## src/verilog/mcsp_pkg.sv

```systemverilog
// constants and types shared by both ends of the motor controller serial link
`default_nettype none
package mcsp_pkg;
  // ----------------------------------------------------------------
  // clock and bit rates
  // ----------------------------------------------------------------
  localparam int CLK_HZ       = 100_000_000;
  localparam int AUTO_MIN_BPS = 1200;
  localparam int AUTO_MAX_BPS = 500_000;
  localparam int FIX_MIN_BPS  = 1099;
  localparam int FIX_MAX_BPS  = 2_000_000;
  localparam int DIV_W        = 17;
  localparam int LOW_W        = 18;
  localparam logic [DIV_W-1:0] DIV_FIX_MIN = DIV_W'((CLK_HZ + FIX_MAX_BPS - 1) / FIX_MAX_BPS);
  localparam logic [DIV_W-1:0] DIV_FIX_MAX = DIV_W'(CLK_HZ / FIX_MIN_BPS);
  localparam logic [LOW_W-1:0] LOW_MIN     = LOW_W'(2 * (CLK_HZ / AUTO_MAX_BPS));
  localparam logic [LOW_W-1:0] LOW_MAX     = LOW_W'(2 * (CLK_HZ / AUTO_MIN_BPS));
  localparam int DATA_BITS    = 8;
  localparam int LOW_SHIFT    = 1;
  localparam int REST_SHIFT   = 2;
  // ----------------------------------------------------------------
  // times
  // ----------------------------------------------------------------
  localparam int QUIET_US     = 1000;
  localparam int DELAY_US     = 4000;
  localparam int TICK_US      = 10_000;
  localparam int QUIET_CYC    = CLK_HZ / 1_000_000 * QUIET_US;
  localparam int DELAY_CYC    = CLK_HZ / 1_000_000 * DELAY_US;
  localparam int TICK_CYC     = CLK_HZ / 1_000_000 * TICK_US;
  localparam int CNT_W        = 24;
  localparam int TMO_W        = 16;
  // ----------------------------------------------------------------
  // bytes and modes
  // ----------------------------------------------------------------
  localparam logic [7:0] IND_BYTE   = 8'hAA;
  localparam logic [7:0] BCAST_ADDR = 8'hFE;
  localparam int         DEVN_W     = 7;
  typedef enum logic [1:0] {
    CRC_OFF  = 2'b00,
    CRC_CMD  = 2'b01,
    CRC_BOTH = 2'b10
  } mcsp_crc_t;
  typedef enum logic [1:0] {
    TX_IDLE  = 2'b00,
    TX_START = 2'b01,
    TX_DATA  = 2'b10,
    TX_STOP  = 2'b11
  } mcsp_tx_t;

  // clamp a bit period into a legal window
  function automatic logic [DIV_W-1:0] mcsp_clamp(input logic [DIV_W-1:0] d,
                                                  input logic [DIV_W-1:0] lo,
                                                  input logic [DIV_W-1:0] hi);
    mcsp_clamp = (d < lo) ? lo : ((d > hi) ? hi : d);
  endfunction
endpackage
`default_nettype wire

```

## src/verilog/mcsp_link_if.sv

```systemverilog
// serial lines between host and motor controller
`timescale 1ns/1ns
`default_nettype none
interface mcsp_link_if;
  logic rx_line;
  logic tx_line;
  modport dev  (input rx_line, output tx_line);
  modport host (output rx_line, input tx_line);
endinterface
`default_nettype wire

```

## src/verilog/mcsp_dev.sv

```systemverilog
// motor controller end: receivers, autobaud, transmitter, timeout
`timescale 1ns/1ns
`default_nettype none
module mcsp_rx (
  // clock and reset
  input  wire logic                       clk_sys,
  input  wire logic                       nrst,
  // control
  input  wire logic                       en,
  input  wire logic [mcsp_pkg::DIV_W-1:0] div,
  input  wire logic                       line,
  // received byte
  output logic      [7:0]                 data_r,
  output logic                            valid_r
);
  logic [mcsp_pkg::DIV_W-1:0] cnt_r;
  logic [3:0]                 bit_r;
  logic                       busy_r;
  logic [7:0]                 sh_r;

  // ----------------------------------------------------------------
  // mid-bit sampler
  // ----------------------------------------------------------------
  always_ff @(posedge clk_sys) begin
    valid_r <= 1'b0;
    if (!nrst || !en) begin
      busy_r <= 1'b0;
      cnt_r  <= '0;
      bit_r  <= '0;
      sh_r   <= '0;
      data_r <= '0;
    end else if (!busy_r) begin
      if (!line) begin
        busy_r <= 1'b1;
        cnt_r  <= div >> 1;
        bit_r  <= '0;
      end
    end else if (cnt_r != '0) begin
      cnt_r <= cnt_r - 1'b1;
    end else begin
      cnt_r <= div - 1'b1;
      bit_r <= bit_r + 1'b1;
      if (bit_r == 4'h0 && line) begin
        busy_r <= 1'b0;
      end else if (bit_r >= 4'h1 && bit_r <= 4'(mcsp_pkg::DATA_BITS)) begin
        sh_r <= {line, sh_r[7:1]};
      end else if (bit_r == 4'(mcsp_pkg::DATA_BITS + 1)) begin
        busy_r  <= 1'b0;
        data_r  <= sh_r;
        valid_r <= line;
      end
    end
  end
endmodule

module mcsp_dev #(
  parameter int QUIET_CYC = mcsp_pkg::QUIET_CYC,
  parameter int DELAY_CYC = mcsp_pkg::DELAY_CYC,
  parameter int TICK_CYC  = mcsp_pkg::TICK_CYC
) (
  // clock and reset
  input  wire logic                        clk_sys,
  input  wire logic                        nrst,
  // link
  mcsp_link_if.dev                         link,
  input  wire logic                        transmit_passthrough_input,
  // settings
  input  wire logic                        cfg_ascii,
  input  wire logic                        cfg_auto_baud,
  input  wire mcsp_pkg::mcsp_crc_t         cfg_crc_mode,
  input  wire logic [mcsp_pkg::DEVN_W-1:0] cfg_dev_num,
  input  wire logic [mcsp_pkg::DIV_W-1:0]  cfg_fixed_div,
  input  wire logic                        cfg_resp_delay,
  input  wire logic [mcsp_pkg::TMO_W-1:0]  cfg_timeout,
  input  wire logic                        cfg_apply,
  // command byte stream to decoder
  output logic      [7:0]                  cmd_data_r,
  output logic                             cmd_valid_r,
  output logic                             cmd_addr_hit_r,
  input  wire logic                        cmd_ready,
  // decoder results
  input  wire logic                        pkt_done,
  input  wire logic                        pkt_crc_ok,
  // response bytes from decoder
  input  wire logic [7:0]                  resp_data,
  input  wire logic                        resp_valid,
  input  wire logic                        resp_last,
  input  wire logic [7:0]                  resp_crc,
  output logic                             resp_ready_r,
  // status
  output logic                             mode_ascii_r,
  output logic                             crc_active_r,
  output logic                             baud_locked_r,
  output logic      [mcsp_pkg::DIV_W-1:0]  baud_div_r,
  output logic                             overrun_r,
  output logic                             crc_err_r,
  output logic                             motor_stop_r
);
  logic                       auto_act;
  logic                       rx_en;
  logic [7:0]                 rxb;
  logic                       rxb_v;
  logic [7:0]                 ptb;
  logic                       ptb_v;
  logic [mcsp_pkg::CNT_W-1:0] quiet_r;
  logic [mcsp_pkg::LOW_W-1:0] low_r;
  logic [mcsp_pkg::LOW_W+1:0] rest_r;
  logic                       meas_r;
  logic                       skip_r;
  logic                       ind_v_r;
  logic [7:0]                 pt_hold_r;
  logic                       pt_pend_r;
  logic                       crc_pend_r;
  logic                       in_resp_r;
  logic                       delay_ok_r;
  logic [mcsp_pkg::CNT_W-1:0] dly_r;
  mcsp_pkg::mcsp_tx_t         tx_st_r;
  logic [mcsp_pkg::DIV_W-1:0] tx_cnt_r;
  logic [2:0]                 tx_bit_r;
  logic [7:0]                 tx_sh_r;
  logic                       tx_line_r;
  logic [mcsp_pkg::CNT_W-1:0] tick_r;
  logic [mcsp_pkg::TMO_W-1:0] tmo_r;
  logic                       tx_take;
  logic                       take_resp;
  logic                       take_crc;

  assign auto_act     = cfg_auto_baud && !cfg_ascii;
  assign rx_en        = (quiet_r == '0) && baud_locked_r && !skip_r;
  assign link.tx_line = tx_line_r;

  // ----------------------------------------------------------------
  // mode status
  // ----------------------------------------------------------------
  always_ff @(posedge clk_sys) begin
    if (!nrst) begin
      mode_ascii_r <= 1'b0;
      crc_active_r <= 1'b0;
    end else begin
      mode_ascii_r <= cfg_ascii;
      crc_active_r <= !cfg_ascii && (cfg_crc_mode != mcsp_pkg::CRC_OFF);
    end
  end

  // ----------------------------------------------------------------
  // power-up quiet time
  // ----------------------------------------------------------------
  always_ff @(posedge clk_sys) begin
    if (!nrst) begin
      quiet_r <= mcsp_pkg::CNT_W'(QUIET_CYC);
    end else if (quiet_r != '0) begin
      quiet_r <= quiet_r - 1'b1;
    end
  end

  // ----------------------------------------------------------------
  // bit rate: fixed or measured from indication byte
  // ----------------------------------------------------------------
  always_ff @(posedge clk_sys) begin
    ind_v_r <= 1'b0;
    if (!nrst || cfg_apply) begin
      baud_locked_r <= 1'b0;
      baud_div_r    <= mcsp_pkg::DIV_FIX_MIN;
      meas_r        <= 1'b0;
      skip_r        <= 1'b0;
      low_r         <= '0;
      rest_r        <= '0;
    end else if (!auto_act) begin
      baud_locked_r <= 1'b1;
      baud_div_r    <= mcsp_pkg::mcsp_clamp(cfg_fixed_div, mcsp_pkg::DIV_FIX_MIN,
                                            mcsp_pkg::DIV_FIX_MAX);
    end else if (!baud_locked_r && quiet_r == '0) begin
      if (!link.rx_line) begin
        meas_r <= 1'b1;
        low_r  <= (low_r == '1) ? low_r : low_r + 1'b1;
      end else if (meas_r) begin
        meas_r <= 1'b0;
        low_r  <= '0;
        if (low_r >= mcsp_pkg::LOW_MIN - 1'b1 && low_r <= mcsp_pkg::LOW_MAX + 1'b1) begin
          baud_locked_r <= 1'b1;
          skip_r        <= 1'b1;
          baud_div_r    <= mcsp_pkg::DIV_W'(low_r >> mcsp_pkg::LOW_SHIFT);
          rest_r        <= {1'b0, low_r, 1'b0} << (mcsp_pkg::REST_SHIFT - 1);
        end
      end
    end else if (skip_r) begin
      rest_r <= rest_r - 1'b1;
      if (rest_r == '0) begin
        skip_r  <= 1'b0;
        ind_v_r <= 1'b1;
      end
    end
  end

  // ----------------------------------------------------------------
  // receivers
  // ----------------------------------------------------------------
  mcsp_rx u_rx (
    .clk_sys (clk_sys),
    .nrst    (nrst),
    .en      (rx_en),
    .div     (baud_div_r),
    .line    (link.rx_line),
    .data_r  (rxb),
    .valid_r (rxb_v)
  );

  mcsp_rx u_pt (
    .clk_sys (clk_sys),
    .nrst    (nrst),
    .en      (baud_locked_r),
    .div     (baud_div_r),
    .line    (transmit_passthrough_input),
    .data_r  (ptb),
    .valid_r (ptb_v)
  );

  // ----------------------------------------------------------------
  // command byte holding register and overrun
  // ----------------------------------------------------------------
  always_ff @(posedge clk_sys) begin
    overrun_r <= 1'b0;
    if (!nrst) begin
      cmd_valid_r    <= 1'b0;
      cmd_data_r     <= '0;
      cmd_addr_hit_r <= 1'b0;
    end else if ((rxb_v || ind_v_r) && cmd_valid_r && !cmd_ready) begin
      overrun_r <= 1'b1;
    end else if (rxb_v || ind_v_r) begin
      cmd_valid_r    <= 1'b1;
      cmd_data_r     <= ind_v_r ? mcsp_pkg::IND_BYTE : rxb;
      cmd_addr_hit_r <= ind_v_r ? 1'b0 : (rxb == {1'b0, cfg_dev_num}) ||
                        (rxb == mcsp_pkg::BCAST_ADDR);
    end else if (cmd_ready) begin
      cmd_valid_r <= 1'b0;
    end
  end

  // ----------------------------------------------------------------
  // crc error and command timeout
  // ----------------------------------------------------------------
  always_ff @(posedge clk_sys) begin
    crc_err_r <= 1'b0;
    if (nrst && pkt_done && crc_active_r && !pkt_crc_ok) begin
      crc_err_r <= 1'b1;
    end
  end

  always_ff @(posedge clk_sys) begin
    if (!nrst || (pkt_done && (pkt_crc_ok || !crc_active_r))) begin
      tick_r       <= '0;
      tmo_r        <= '0;
      motor_stop_r <= 1'b0;
    end else begin
      tick_r <= (tick_r == mcsp_pkg::CNT_W'(TICK_CYC - 1)) ? '0 : tick_r + 1'b1;
      if (tick_r == mcsp_pkg::CNT_W'(TICK_CYC - 1) && tmo_r != '1) begin
        tmo_r <= tmo_r + 1'b1;
      end
      if (cfg_timeout != '0 && tmo_r >= cfg_timeout) begin
        motor_stop_r <= 1'b1;
      end
    end
  end

  // ----------------------------------------------------------------
  // transmit source selection and response delay
  // ----------------------------------------------------------------
  assign tx_take   = (tx_st_r == mcsp_pkg::TX_IDLE) && baud_locked_r;
  assign take_crc  = tx_take && crc_pend_r;
  assign take_resp = tx_take && !crc_pend_r && resp_valid && (delay_ok_r || in_resp_r);

  always_ff @(posedge clk_sys) begin
    if (!nrst) begin
      dly_r      <= '0;
      delay_ok_r <= 1'b0;
    end else if (!resp_valid || in_resp_r) begin
      dly_r      <= '0;
      delay_ok_r <= 1'b0;
    end else if (!cfg_resp_delay) begin
      delay_ok_r <= 1'b1;
    end else if (dly_r == mcsp_pkg::CNT_W'(DELAY_CYC - 1)) begin
      delay_ok_r <= 1'b1;
    end else begin
      dly_r <= dly_r + 1'b1;
    end
  end

  always_ff @(posedge clk_sys) begin
    resp_ready_r <= 1'b0;
    if (!nrst) begin
      in_resp_r  <= 1'b0;
      crc_pend_r <= 1'b0;
      pt_pend_r  <= 1'b0;
      pt_hold_r  <= '0;
    end else begin
      if (ptb_v) begin
        pt_pend_r <= 1'b1;
        pt_hold_r <= ptb;
      end else if (tx_take && !take_crc && !take_resp && !in_resp_r) begin
        pt_pend_r <= 1'b0;
      end
      if (take_resp) begin
        resp_ready_r <= 1'b1;
        in_resp_r    <= !resp_last;
        crc_pend_r   <= resp_last && !cfg_ascii &&
                        (cfg_crc_mode == mcsp_pkg::CRC_BOTH);
      end else if (take_crc) begin
        crc_pend_r <= 1'b0;
      end
    end
  end

  // ----------------------------------------------------------------
  // transmit shifter
  // ----------------------------------------------------------------
  always_ff @(posedge clk_sys) begin
    if (!nrst) begin
      tx_st_r   <= mcsp_pkg::TX_IDLE;
      tx_cnt_r  <= '0;
      tx_bit_r  <= '0;
      tx_sh_r   <= '0;
      tx_line_r <= 1'b1;
    end else begin
      case (tx_st_r)
        mcsp_pkg::TX_IDLE: begin
          tx_line_r <= 1'b1;
          if (take_crc || take_resp || (tx_take && pt_pend_r && !in_resp_r)) begin
            tx_sh_r   <= take_crc ? resp_crc : (take_resp ? resp_data : pt_hold_r);
            tx_st_r   <= mcsp_pkg::TX_START;
            tx_cnt_r  <= baud_div_r - 1'b1;
            tx_line_r <= 1'b0;
          end
        end
        mcsp_pkg::TX_START, mcsp_pkg::TX_DATA: begin
          if (tx_cnt_r != '0) begin
            tx_cnt_r <= tx_cnt_r - 1'b1;
          end else begin
            tx_cnt_r  <= baud_div_r - 1'b1;
            tx_line_r <= tx_sh_r[0];
            tx_sh_r   <= tx_sh_r >> 1;
            tx_bit_r  <= (tx_st_r == mcsp_pkg::TX_START) ? 3'h0 : tx_bit_r + 1'b1;
            if (tx_st_r == mcsp_pkg::TX_DATA && tx_bit_r == 3'h7) begin
              tx_st_r   <= mcsp_pkg::TX_STOP;
              tx_line_r <= 1'b1;
            end else begin
              tx_st_r <= mcsp_pkg::TX_DATA;
            end
          end
        end
        mcsp_pkg::TX_STOP: begin
          if (tx_cnt_r != '0) begin
            tx_cnt_r <= tx_cnt_r - 1'b1;
          end else begin
            tx_st_r <= mcsp_pkg::TX_IDLE;
          end
        end
        default: tx_st_r <= mcsp_pkg::TX_IDLE;
      endcase
    end
  end
endmodule
`default_nettype wire

```

## src/flat_wrapper.sv

```systemverilog
// flat-port wrapper written by rule: the top's interface ports become plain ports
module mcsp_dev_flat 
#(
  parameter int QUIET_CYC = mcsp_pkg::QUIET_CYC,
  parameter int DELAY_CYC = mcsp_pkg::DELAY_CYC,
  parameter int TICK_CYC  = mcsp_pkg::TICK_CYC
)
  (clk_sys, nrst, transmit_passthrough_input, cfg_ascii, cfg_auto_baud, cfg_crc_mode, cfg_dev_num, cfg_fixed_div, cfg_resp_delay, cfg_timeout, cfg_apply, cmd_data_r, cmd_valid_r, cmd_addr_hit_r, cmd_ready, pkt_done, pkt_crc_ok, resp_data, resp_valid, resp_last, resp_crc, resp_ready_r, mode_ascii_r, crc_active_r, baud_locked_r, baud_div_r, overrun_r, crc_err_r, motor_stop_r, link_rx_line, link_tx_line);
  mcsp_link_if link_i ();
  input  wire logic clk_sys;
  input  wire logic nrst;
  input  wire logic transmit_passthrough_input;
  input  wire logic cfg_ascii;
  input  wire logic cfg_auto_baud;
  input  wire mcsp_pkg::mcsp_crc_t cfg_crc_mode;
  input  wire logic [mcsp_pkg::DEVN_W-1:0] cfg_dev_num;
  input  wire logic [mcsp_pkg::DIV_W-1:0] cfg_fixed_div;
  input  wire logic cfg_resp_delay;
  input  wire logic [mcsp_pkg::TMO_W-1:0] cfg_timeout;
  input  wire logic cfg_apply;
  output logic      [7:0] cmd_data_r;
  output logic cmd_valid_r;
  output logic cmd_addr_hit_r;
  input  wire logic cmd_ready;
  input  wire logic pkt_done;
  input  wire logic pkt_crc_ok;
  input  wire logic [7:0] resp_data;
  input  wire logic resp_valid;
  input  wire logic resp_last;
  input  wire logic [7:0] resp_crc;
  output logic resp_ready_r;
  output logic mode_ascii_r;
  output logic crc_active_r;
  output logic baud_locked_r;
  output logic      [mcsp_pkg::DIV_W-1:0] baud_div_r;
  output logic overrun_r;
  output logic crc_err_r;
  output logic motor_stop_r;
  input wire logic [$bits(link_i.rx_line)-1:0] link_rx_line;
  output wire logic [$bits(link_i.tx_line)-1:0] link_tx_line;
  assign link_i.rx_line = link_rx_line;
  assign link_tx_line = link_i.tx_line;
  mcsp_dev #(.QUIET_CYC(QUIET_CYC), .DELAY_CYC(DELAY_CYC), .TICK_CYC(TICK_CYC)) u_core (.clk_sys(clk_sys), .nrst(nrst), .link(link_i), .transmit_passthrough_input(transmit_passthrough_input), .cfg_ascii(cfg_ascii), .cfg_auto_baud(cfg_auto_baud), .cfg_crc_mode(cfg_crc_mode), .cfg_dev_num(cfg_dev_num), .cfg_fixed_div(cfg_fixed_div), .cfg_resp_delay(cfg_resp_delay), .cfg_timeout(cfg_timeout), .cfg_apply(cfg_apply), .cmd_data_r(cmd_data_r), .cmd_valid_r(cmd_valid_r), .cmd_addr_hit_r(cmd_addr_hit_r), .cmd_ready(cmd_ready), .pkt_done(pkt_done), .pkt_crc_ok(pkt_crc_ok), .resp_data(resp_data), .resp_valid(resp_valid), .resp_last(resp_last), .resp_crc(resp_crc), .resp_ready_r(resp_ready_r), .mode_ascii_r(mode_ascii_r), .crc_active_r(crc_active_r), .baud_locked_r(baud_locked_r), .baud_div_r(baud_div_r), .overrun_r(overrun_r), .crc_err_r(crc_err_r), .motor_stop_r(motor_stop_r));
endmodule
```

## config.mk

```make
export PLATFORM = sky130hd
export DESIGN_NAME = mcsp_dev_flat
export DESIGN_NICKNAME = d
export VERILOG_FILES = /design/src/verilog/mcsp_pkg.sv /design/src/verilog/mcsp_link_if.sv /design/src/verilog/mcsp_dev.sv /design/src/flat_wrapper.sv
export SDC_FILE = /design/constraint.sdc
export NUM_CORES = 1
export LEC_CHECK = 0
export ABC_AREA = 1
export BUFFER_PORTS_ARGS = -buffer_cell sky130_fd_sc_hd__buf_2
export CORE_MARGIN = 2
export CORE_UTILIZATION = 50
export DETAILED_ROUTE_END_ITERATION = 10
export PLACE_DENSITY = 0.76
export SLEW_MARGIN = 30
export SYNTH_ARGS = -nofsm -noshare
export SYNTH_HDL_FRONTEND = slang
export SYNTH_HIERARCHICAL = 1
export SYNTH_SLANG_ARGS = --single-unit
```

## constraint.sdc

```tcl
create_clock -name clk_sys -period 4.75 [get_ports clk_sys]
set_input_delay 0 -clock clk_sys [delete_from_list [all_inputs] [get_ports clk_sys]]
set_output_delay 0 -clock clk_sys [all_outputs]
set_load 0.02 [all_outputs]
```

# ---- After elaboration in Yosys (flattened, before gate mapping)
# Cells that the tools add are included.
# W data, S select, Z words.
dict set report classes {
  n_addsub 13
  n_lt_le_gt_ge 9
  eq_ne 31
  n_mux 80
  n_bitwise 16
  reduce_logical 97
}
# op n
set op_table {}
lappend op_table {{$mux W17} 16}
lappend op_table {{$mux W20} 5}
lappend op_table {{$sub A17 B1 Y17 const B} 4}
lappend op_table {{$mux W18} 3}
lappend op_table {{$pmux W17 S3} 1}
lappend op_table {{$reduce_bool A17 Y1} 3}
lappend op_table {{$add A24 B1 Y24 const B} 2}
lappend op_table {{$mux W8} 5}
lappend op_table {{$mux W1} 37}
lappend op_table {{$logic_and A1 B1 Y1} 31}
lappend op_table {{$eq A24 B19 Y1 const B} 1}
lappend op_table {{$eq A24 B20 Y1 const B} 1}
lappend op_table {{$logic_not A24 Y1} 1}
lappend op_table {{$mux W4} 6}
lappend op_table {{$ne A2 B2 Y1 const B} 12}
lappend op_table {{$reduce_bool A24 Y1} 1}
lappend op_table {{$sub A24 B1 Y24 const B} 1}
lappend op_table {{$logic_not A20 Y1} 1}
lappend op_table {{$reduce_and A4 Y1} 5}
lappend op_table {{$sub A20 B1 Y20 const B} 1}
lappend op_table {{$add A18 B1 Y18 const B} 1}
lappend op_table {{$eq A18 B18 Y1 const B} 1}
lappend op_table {{$ge A18 B9 Y1 const B} 1}
lappend op_table {{$le A18 B18 Y1 const B} 1}
lappend op_table {{other kinds (34)} 105}
dict set report word_totals {
  in_bits 71
  out_inout_bits 35
  elab_cells 288
  reg_bits 284
}

# ---- Longest topological paths before layout
dict set report depth {
  ltp_word 10
  ltp_mapped 13
  mapped_depth_nobuf 13
}

# ---- By module
# Netlist, hierarchy kept.
# mod area_per_inst_um2 n_inst cells_each
set modules_own_cells {}
lappend modules_own_cells {mcsp_dev 12518.3 1 1937}
lappend modules_own_cells {mcsp_rx 2426.1 2 364}

# ---- Worst setup path after synthesis
# OpenSTA, ideal clock, no wires.
dict set report synth_path {
  path_type {flip-flop to flip-flop}
  startpoint {reg u_core.tx_st_r[0]}
  endpoint {reg u_core.tx_sh_r[2]}
  path_stages_with_launch 11
  n_path_buf 1
  synth_period_minus_slack_ns 1.920
  arrival_ns 1.804
  slack_ns 2.830
  cell_sequence {dfxtp_1 -> inv_1 -> ha_1 -> clkbuf_1 -> inv_1 -> nor2_1 -> a21oi_1 -> nor2_4 -> inv_2 -> nor2_1 -> nor2_1}
}
dict set report synth_between {
  elab_chain_cells 9
  elab_cells_between_ends 21
  classes_between {4 x eq/ne; 4 x mux; 13 x reduce/logical}
}
# element line
set synth_rtl {}
lappend synth_rtl {{start, declared} mcsp_dev.sv:117} ;# mcsp_pkg::mcsp_tx_t tx_st_r;
lappend synth_rtl {{start signal, assigned} mcsp_dev.sv:318} ;# tx_st_r <= mcsp_pkg::TX_IDLE;
lappend synth_rtl {{start signal, assigned} mcsp_dev.sv:329} ;# tx_st_r <= mcsp_pkg::TX_START;
lappend synth_rtl {{start signal, assigned} mcsp_dev.sv:343} ;# tx_st_r <= mcsp_pkg::TX_STOP;
lappend synth_rtl {{$logic_not A2 Y1} {mcsp_dev.sv:268, mcsp_dev.sv:324}}
lappend synth_rtl {{$logic_and A1 B1 Y1} mcsp_dev.sv:268} ;# assign tx_take = (tx_st_r == mcsp_pkg::TX_IDLE) && baud_locked_r;
lappend synth_rtl {{$logic_and A1 B1 Y1 (3 in a row)} mcsp_dev.sv:270} ;# assign take_resp = tx_take && !crc_pend_r && resp_valid && (delay_ok_r || in_resp_r);
lappend synth_rtl {{$mux W8 / $logic_or A1 B1 Y1 (equally long branches) (2 in a row)} {mcsp_dev.sv:328, mcsp_dev.sv:327}}
lappend synth_rtl {{$mux W8 / $ne A2 B2 Y1 (equally long branches)} -}
lappend synth_rtl {{$pmux W8 S2 / $reduce_and A3 Y1 (equally long branches)} -}
lappend synth_rtl {{end signal, assigned} mcsp_dev.sv:328} ;# tx_sh_r <= take_crc ? resp_crc : (take_resp ? resp_data : pt_hold_r);
lappend synth_rtl {{end signal, assigned} mcsp_dev.sv:340} ;# tx_sh_r <= tx_sh_r >> 1;
lappend synth_rtl {{end, declared} mcsp_dev.sv:120} ;# logic [7:0] tx_sh_r;
# Several ways; a longest one is shown, not always the timed one. The select of a mux whose other input is x is not followed.
# A chain may end at the register's enable or synchronous reset.

# ---- Final worst setup path
dict set report layout_path {
  startpoint {reg u_core/low_r[0] in the netlist's numbering}
  endpoint {reg u_core/baud_div_r[4] in the netlist's numbering}
}
dict set report layout_between {
  elab_chain_cells 4
  elab_cells_between_ends 5
  classes_between {2 x order compare; 1 x eq/ne; 2 x reduce/logical}
}
# element line
set layout_rtl {}
lappend layout_rtl {{start, declared} mcsp_dev.sv:106} ;# logic [mcsp_pkg::LOW_W-1:0] low_r;
lappend layout_rtl {{start signal, assigned} mcsp_dev.sv:175} ;# low_r <= (low_r == '1) ? low_r : low_r + 1'b1;
lappend layout_rtl {{$ge A18 B9 Y1 / $le A18 B18 Y1 (equally long branches)} mcsp_dev.sv:179} ;# if (low_r >= mcsp_pkg::LOW_MIN - 1'b1 && low_r <= mcsp_pkg::LOW_MAX + 1'b1) begin
lappend layout_rtl {{$logic_and A1 B1 Y1 *} mcsp_dev.sv:179}
lappend layout_rtl {{$ne A2 B2 Y1 (no source line) *} -}
lappend layout_rtl {{$reduce_and A4 Y1 (no source line) *} -}
lappend layout_rtl {{end signal, assigned} mcsp_dev.sv:163} ;# baud_div_r <= mcsp_pkg::DIV_FIX_MIN;
lappend layout_rtl {{end signal, assigned} mcsp_dev.sv:170} ;# baud_div_r <= mcsp_pkg::mcsp_clamp(cfg_fixed_div, mcsp_pkg::DIV_FIX_MIN,
lappend layout_rtl {{end signal, assigned} mcsp_dev.sv:182} ;# baud_div_r <= mcsp_pkg::DIV_W'(low_r >> mcsp_pkg::LOW_SHIFT);
lappend layout_rtl {{end, declared} mcsp_dev.sv:94} ;# output logic [mcsp_pkg::DIV_W-1:0] baud_div_r,
# Mark *: on every way between the ends. The rest lies on a longest branch, timed or not.

==> results.sh <==
export IMPL_syn_to_final_growth_pct=14.7
export IMPL_port_buffers=105
export IMPL_regToRegSetupSlack_ns=1.55
export IMPL_clkSlewWorstSetupHoldPaths_ns=0.06
export IMPL_hp_start="nrst"
export IMPL_final_common_cell="nand2_1"
export IMPL_ys_warn_count=6
export IMPL_min_period_ns=3.20
export IMPL_finalCritPeriodShare_pct=67.4
export IMPL_grt_usage_pct=25.7
export IMPL_htreeDepth=1
export IMPL_yosysTopAreaCell="dfxtp_1"
export IMPL_crit_type="register to register"
export IMPL_antenna_cells=0
export IMPL_numCtsBuffers=31
export IMPL_die_area_mm2=0.0362
export IMPL_grt_max_degree=45
export IMPL_syn_nets=2776
export IMPL_rsz0062_at_grt="false"
export IMPL_relSlewSlack_pct=40.6
export IMPL_drtIter0Drc=1430
export IMPL_layout_drive_gt1_share_pct=10.1
export IMPL_hold_viol=0
export IMPL_postPlaceCellArea_mm2=0.0181
export IMPL_pwr_share_clk_pct=39.1
export IMPL_die_w_um=190
export IMPL_drv_slew=0
export IMPL_p_switching_mw=2.27
export IMPL_cts_resized_gates=0
export IMPL_final_setup_tns_ns=0
export IMPL_mostFrequentLayoutCells="nand2_1 (620), nor2_1 (346), inv_1 (311)"
export IMPL_critPathLaunchType="register"
export IMPL_synth_avg_cell_area_um2=6.52
export IMPL_synth_top_area_share_pct=32.7
export IMPL_row_count=68
export IMPL_clk_path_buf_depth=3
export IMPL_worst_hold_slack_ns=0.0676
export IMPL_status="complete, no violations"
export IMPL_r2r_start="u_core/low_r[0]"
export IMPL_ys_ff_latch=284
export IMPL_via_count=17800
export IMPL_critical_path_endpoint_type="register"
export IMPL_max_cap_viol_count=0
export IMPL_ctsRootBufferMaster="clkbuf_16"
export IMPL_yosysSeqAreaShare_pct=32.7
export IMPL_setup_viol=0
export IMPL_final_util_pct=58.0
export IMPL_skew_ns=0.0172
export IMPL_fin_nets=2901
export IMPL_seq_power_share_pct=36.4
export IMPL_die_y_um=190
export IMPL_synthCells=2665
export IMPL_coreArea_mm2=0.0344
export IMPL_antenna_left=0
export IMPL_dr_pass1_iters=6
export IMPL_hold_class="primary input to register"
export IMPL_power_leakage_nw=8.34
export IMPL_wl_per_cell_um=14.5
export IMPL_sw_frac_of_total_pct=31.8
export IMPL_grt_pass1_wl_mm=78.6
export IMPL_combPwrFrac_pct=24.5
export IMPL_place_congestion=0.942
export IMPL_insertion_delay_ns=0.58
export IMPL_cts_tree="built"
export IMPL_final_fill_count=3236
export IMPL_startpoint="u_core/low_r[0]"
export IMPL_dp_hpwl_mm=33.0
export IMPL_clkSinkCount=284
export IMPL_p_int_mw=4.87
export IMPL_max_vdd_ir_drop_mv=0.340
export IMPL_powerDensity_mw_per_mm2=358
export IMPL_routed_wl_mm=47.6
export IMPL_grt_antenna_before_repair=0
export IMPL_worstPathRequired_ns=5.21
export IMPL_io_pins=106
export IMPL_grt_ovfl_total=0
export IMPL_start_util_pct=50.5
export IMPL_synth_distinct_cells=56
export IMPL_syn_area_mm2=0.0174
export IMPL_netlist_top_cells_area="dfxtp_1 (33%), nand2_1 (13%), nor2_1 (7.5%)"
export IMPL_drcViolationCount=0
export IMPL_worst_ep_arrival_time_ns=3.66
export IMPL_vias_per_cell=5.44
export IMPL_grt_pass1_vias=16600
export IMPL_worst_pin_slew_ns=0.891
export IMPL_cp_max_fo=21
export IMPL_max_freq_mhz=312
export IMPL_fin_area_mm2=0.0199
final cells by class:
| cell class | instances | area (um^2) | area share, % |
|---|---|---|---|
| Multi-Input combinational cell | 1975 | 10100 | 50.5 |
| Sequential cell | 284 | 5690 | 28.5 |
| Inverter | 327 | 1230 | 6.18 |
| Timing Repair Buffer | 171 | 1180 | 5.92 |
| Clock buffer | 42 | 907 | 4.55 |
| Tap cell | 455 | 569 | 2.86 |
| Clock inverter | 16 | 292 | 1.46 |
flip-flops by register name (all words and copies together) (netlist names), 17 cells and up:
register           cells
u_core/tx_cnt_r       17
u_core/u_pt/cnt_r     17
u_core/u_rx/cnt_r     17
u_core/rest_r         20
u_core/baud_div_r     17
u_core/quiet_r        24
u_core/tick_r         24
u_core/low_r          18
u_core/dly_r          24
per-stage QoR:
step	setup slack [ns]	instances	total power, mW
after floorplan	2.83	2665	3.92
after global placement	1.96	3149	4.24
after detailed placement	1.89	3149	4.28
after CTS	1.60	3270	7.16
after global routing	1.28	3270	7.51
final	1.55	3270	7.14
synth_stat cells, drive strengths merged:
cell type,number
or3,1
o21a,2
inv,325
o211a,1
a31oi,16
o21ai,178
nand3b,12
o221a,2
nor2,387
and2,2
a21o,1
xor2,68
nor3b,6
ha,40
and3,3
and3b,1
nand4,35
o2111a,2
o2111ai,1
nand3,216
xnor2,37
clkbuf,35
nor3,82
buf,44
a22oi,1
o31ai,4
o21bai,2
o22ai,3
nand2,645
a21oi,190
nor4,21
a211oi,1
a21boi,1
clkinv,2
dfxtp,284
or2,8
o221ai,2
o211ai,4
layer usage:
metal / share of wire [%] / vias up / wire [um] / GRT usage, %
li1: - / 8885 / - / -
met1: 44 / 8145 / 21100 / 33.4
met2: 46 / 638 / 21700 / 43.4
met3: 6.8 / 122 / 3250 / 3.68
met4: 3.1 / 0 / 1480 / 9.09
met5: 0 / - / 0 / 0
worst max-delay path, cell delays in order, from the launching register on:
cell and delay [ns]:
dfxtp_1 0.46, ha_1 0.28, nand3_1 0.17, nand3_1 0.12
nand3_1 0.07, nand2_1 0.10, nand2_1 0.08, nor2_2 0.20
nand2_1 0.07, nand2_1 0.49, inv_2 0.25, nand2_1 0.12
nand3_1 0.10, dlygate4sd3_1 0.57
final timing paths:
path | endpoint | cells past startpoint
max | u_core/baud_div_r[4] | 13
min | u_core/quiet_r[16] | 2
max reg2reg | u_core/baud_div_r[4] | 13
min reg2reg | u_core/rest_r[0] | 1
cell families after synthesis:
family	synth area share [%]
AO/OA/AOI/OAI	12.4
XOR/XNOR	5.29
adder cells (fa/ha/maj)	2.88
buffers and inverters	9.39
flip-flops	32.7
AND/OR/NAND/NOR	37.3
power groups by stage:
stage	clock, mW	sequential [mW]	combinational, mW
after CTS	2.85	2.59	1.72
after floorplan	0	2.62	1.30
final	2.79	2.60	1.75
after global routing	2.95	2.61	1.96
after detailed placement	0	2.64	1.63
after global placement	0	2.64	1.61
timing repair:
item | in CTS | in global routing
hold buffers | 63 | 0
setup buffers | 0 | 0
endpoints found under the hold margin | 85 | 0
Note: power is estimated with default switching activity, not from simulation.
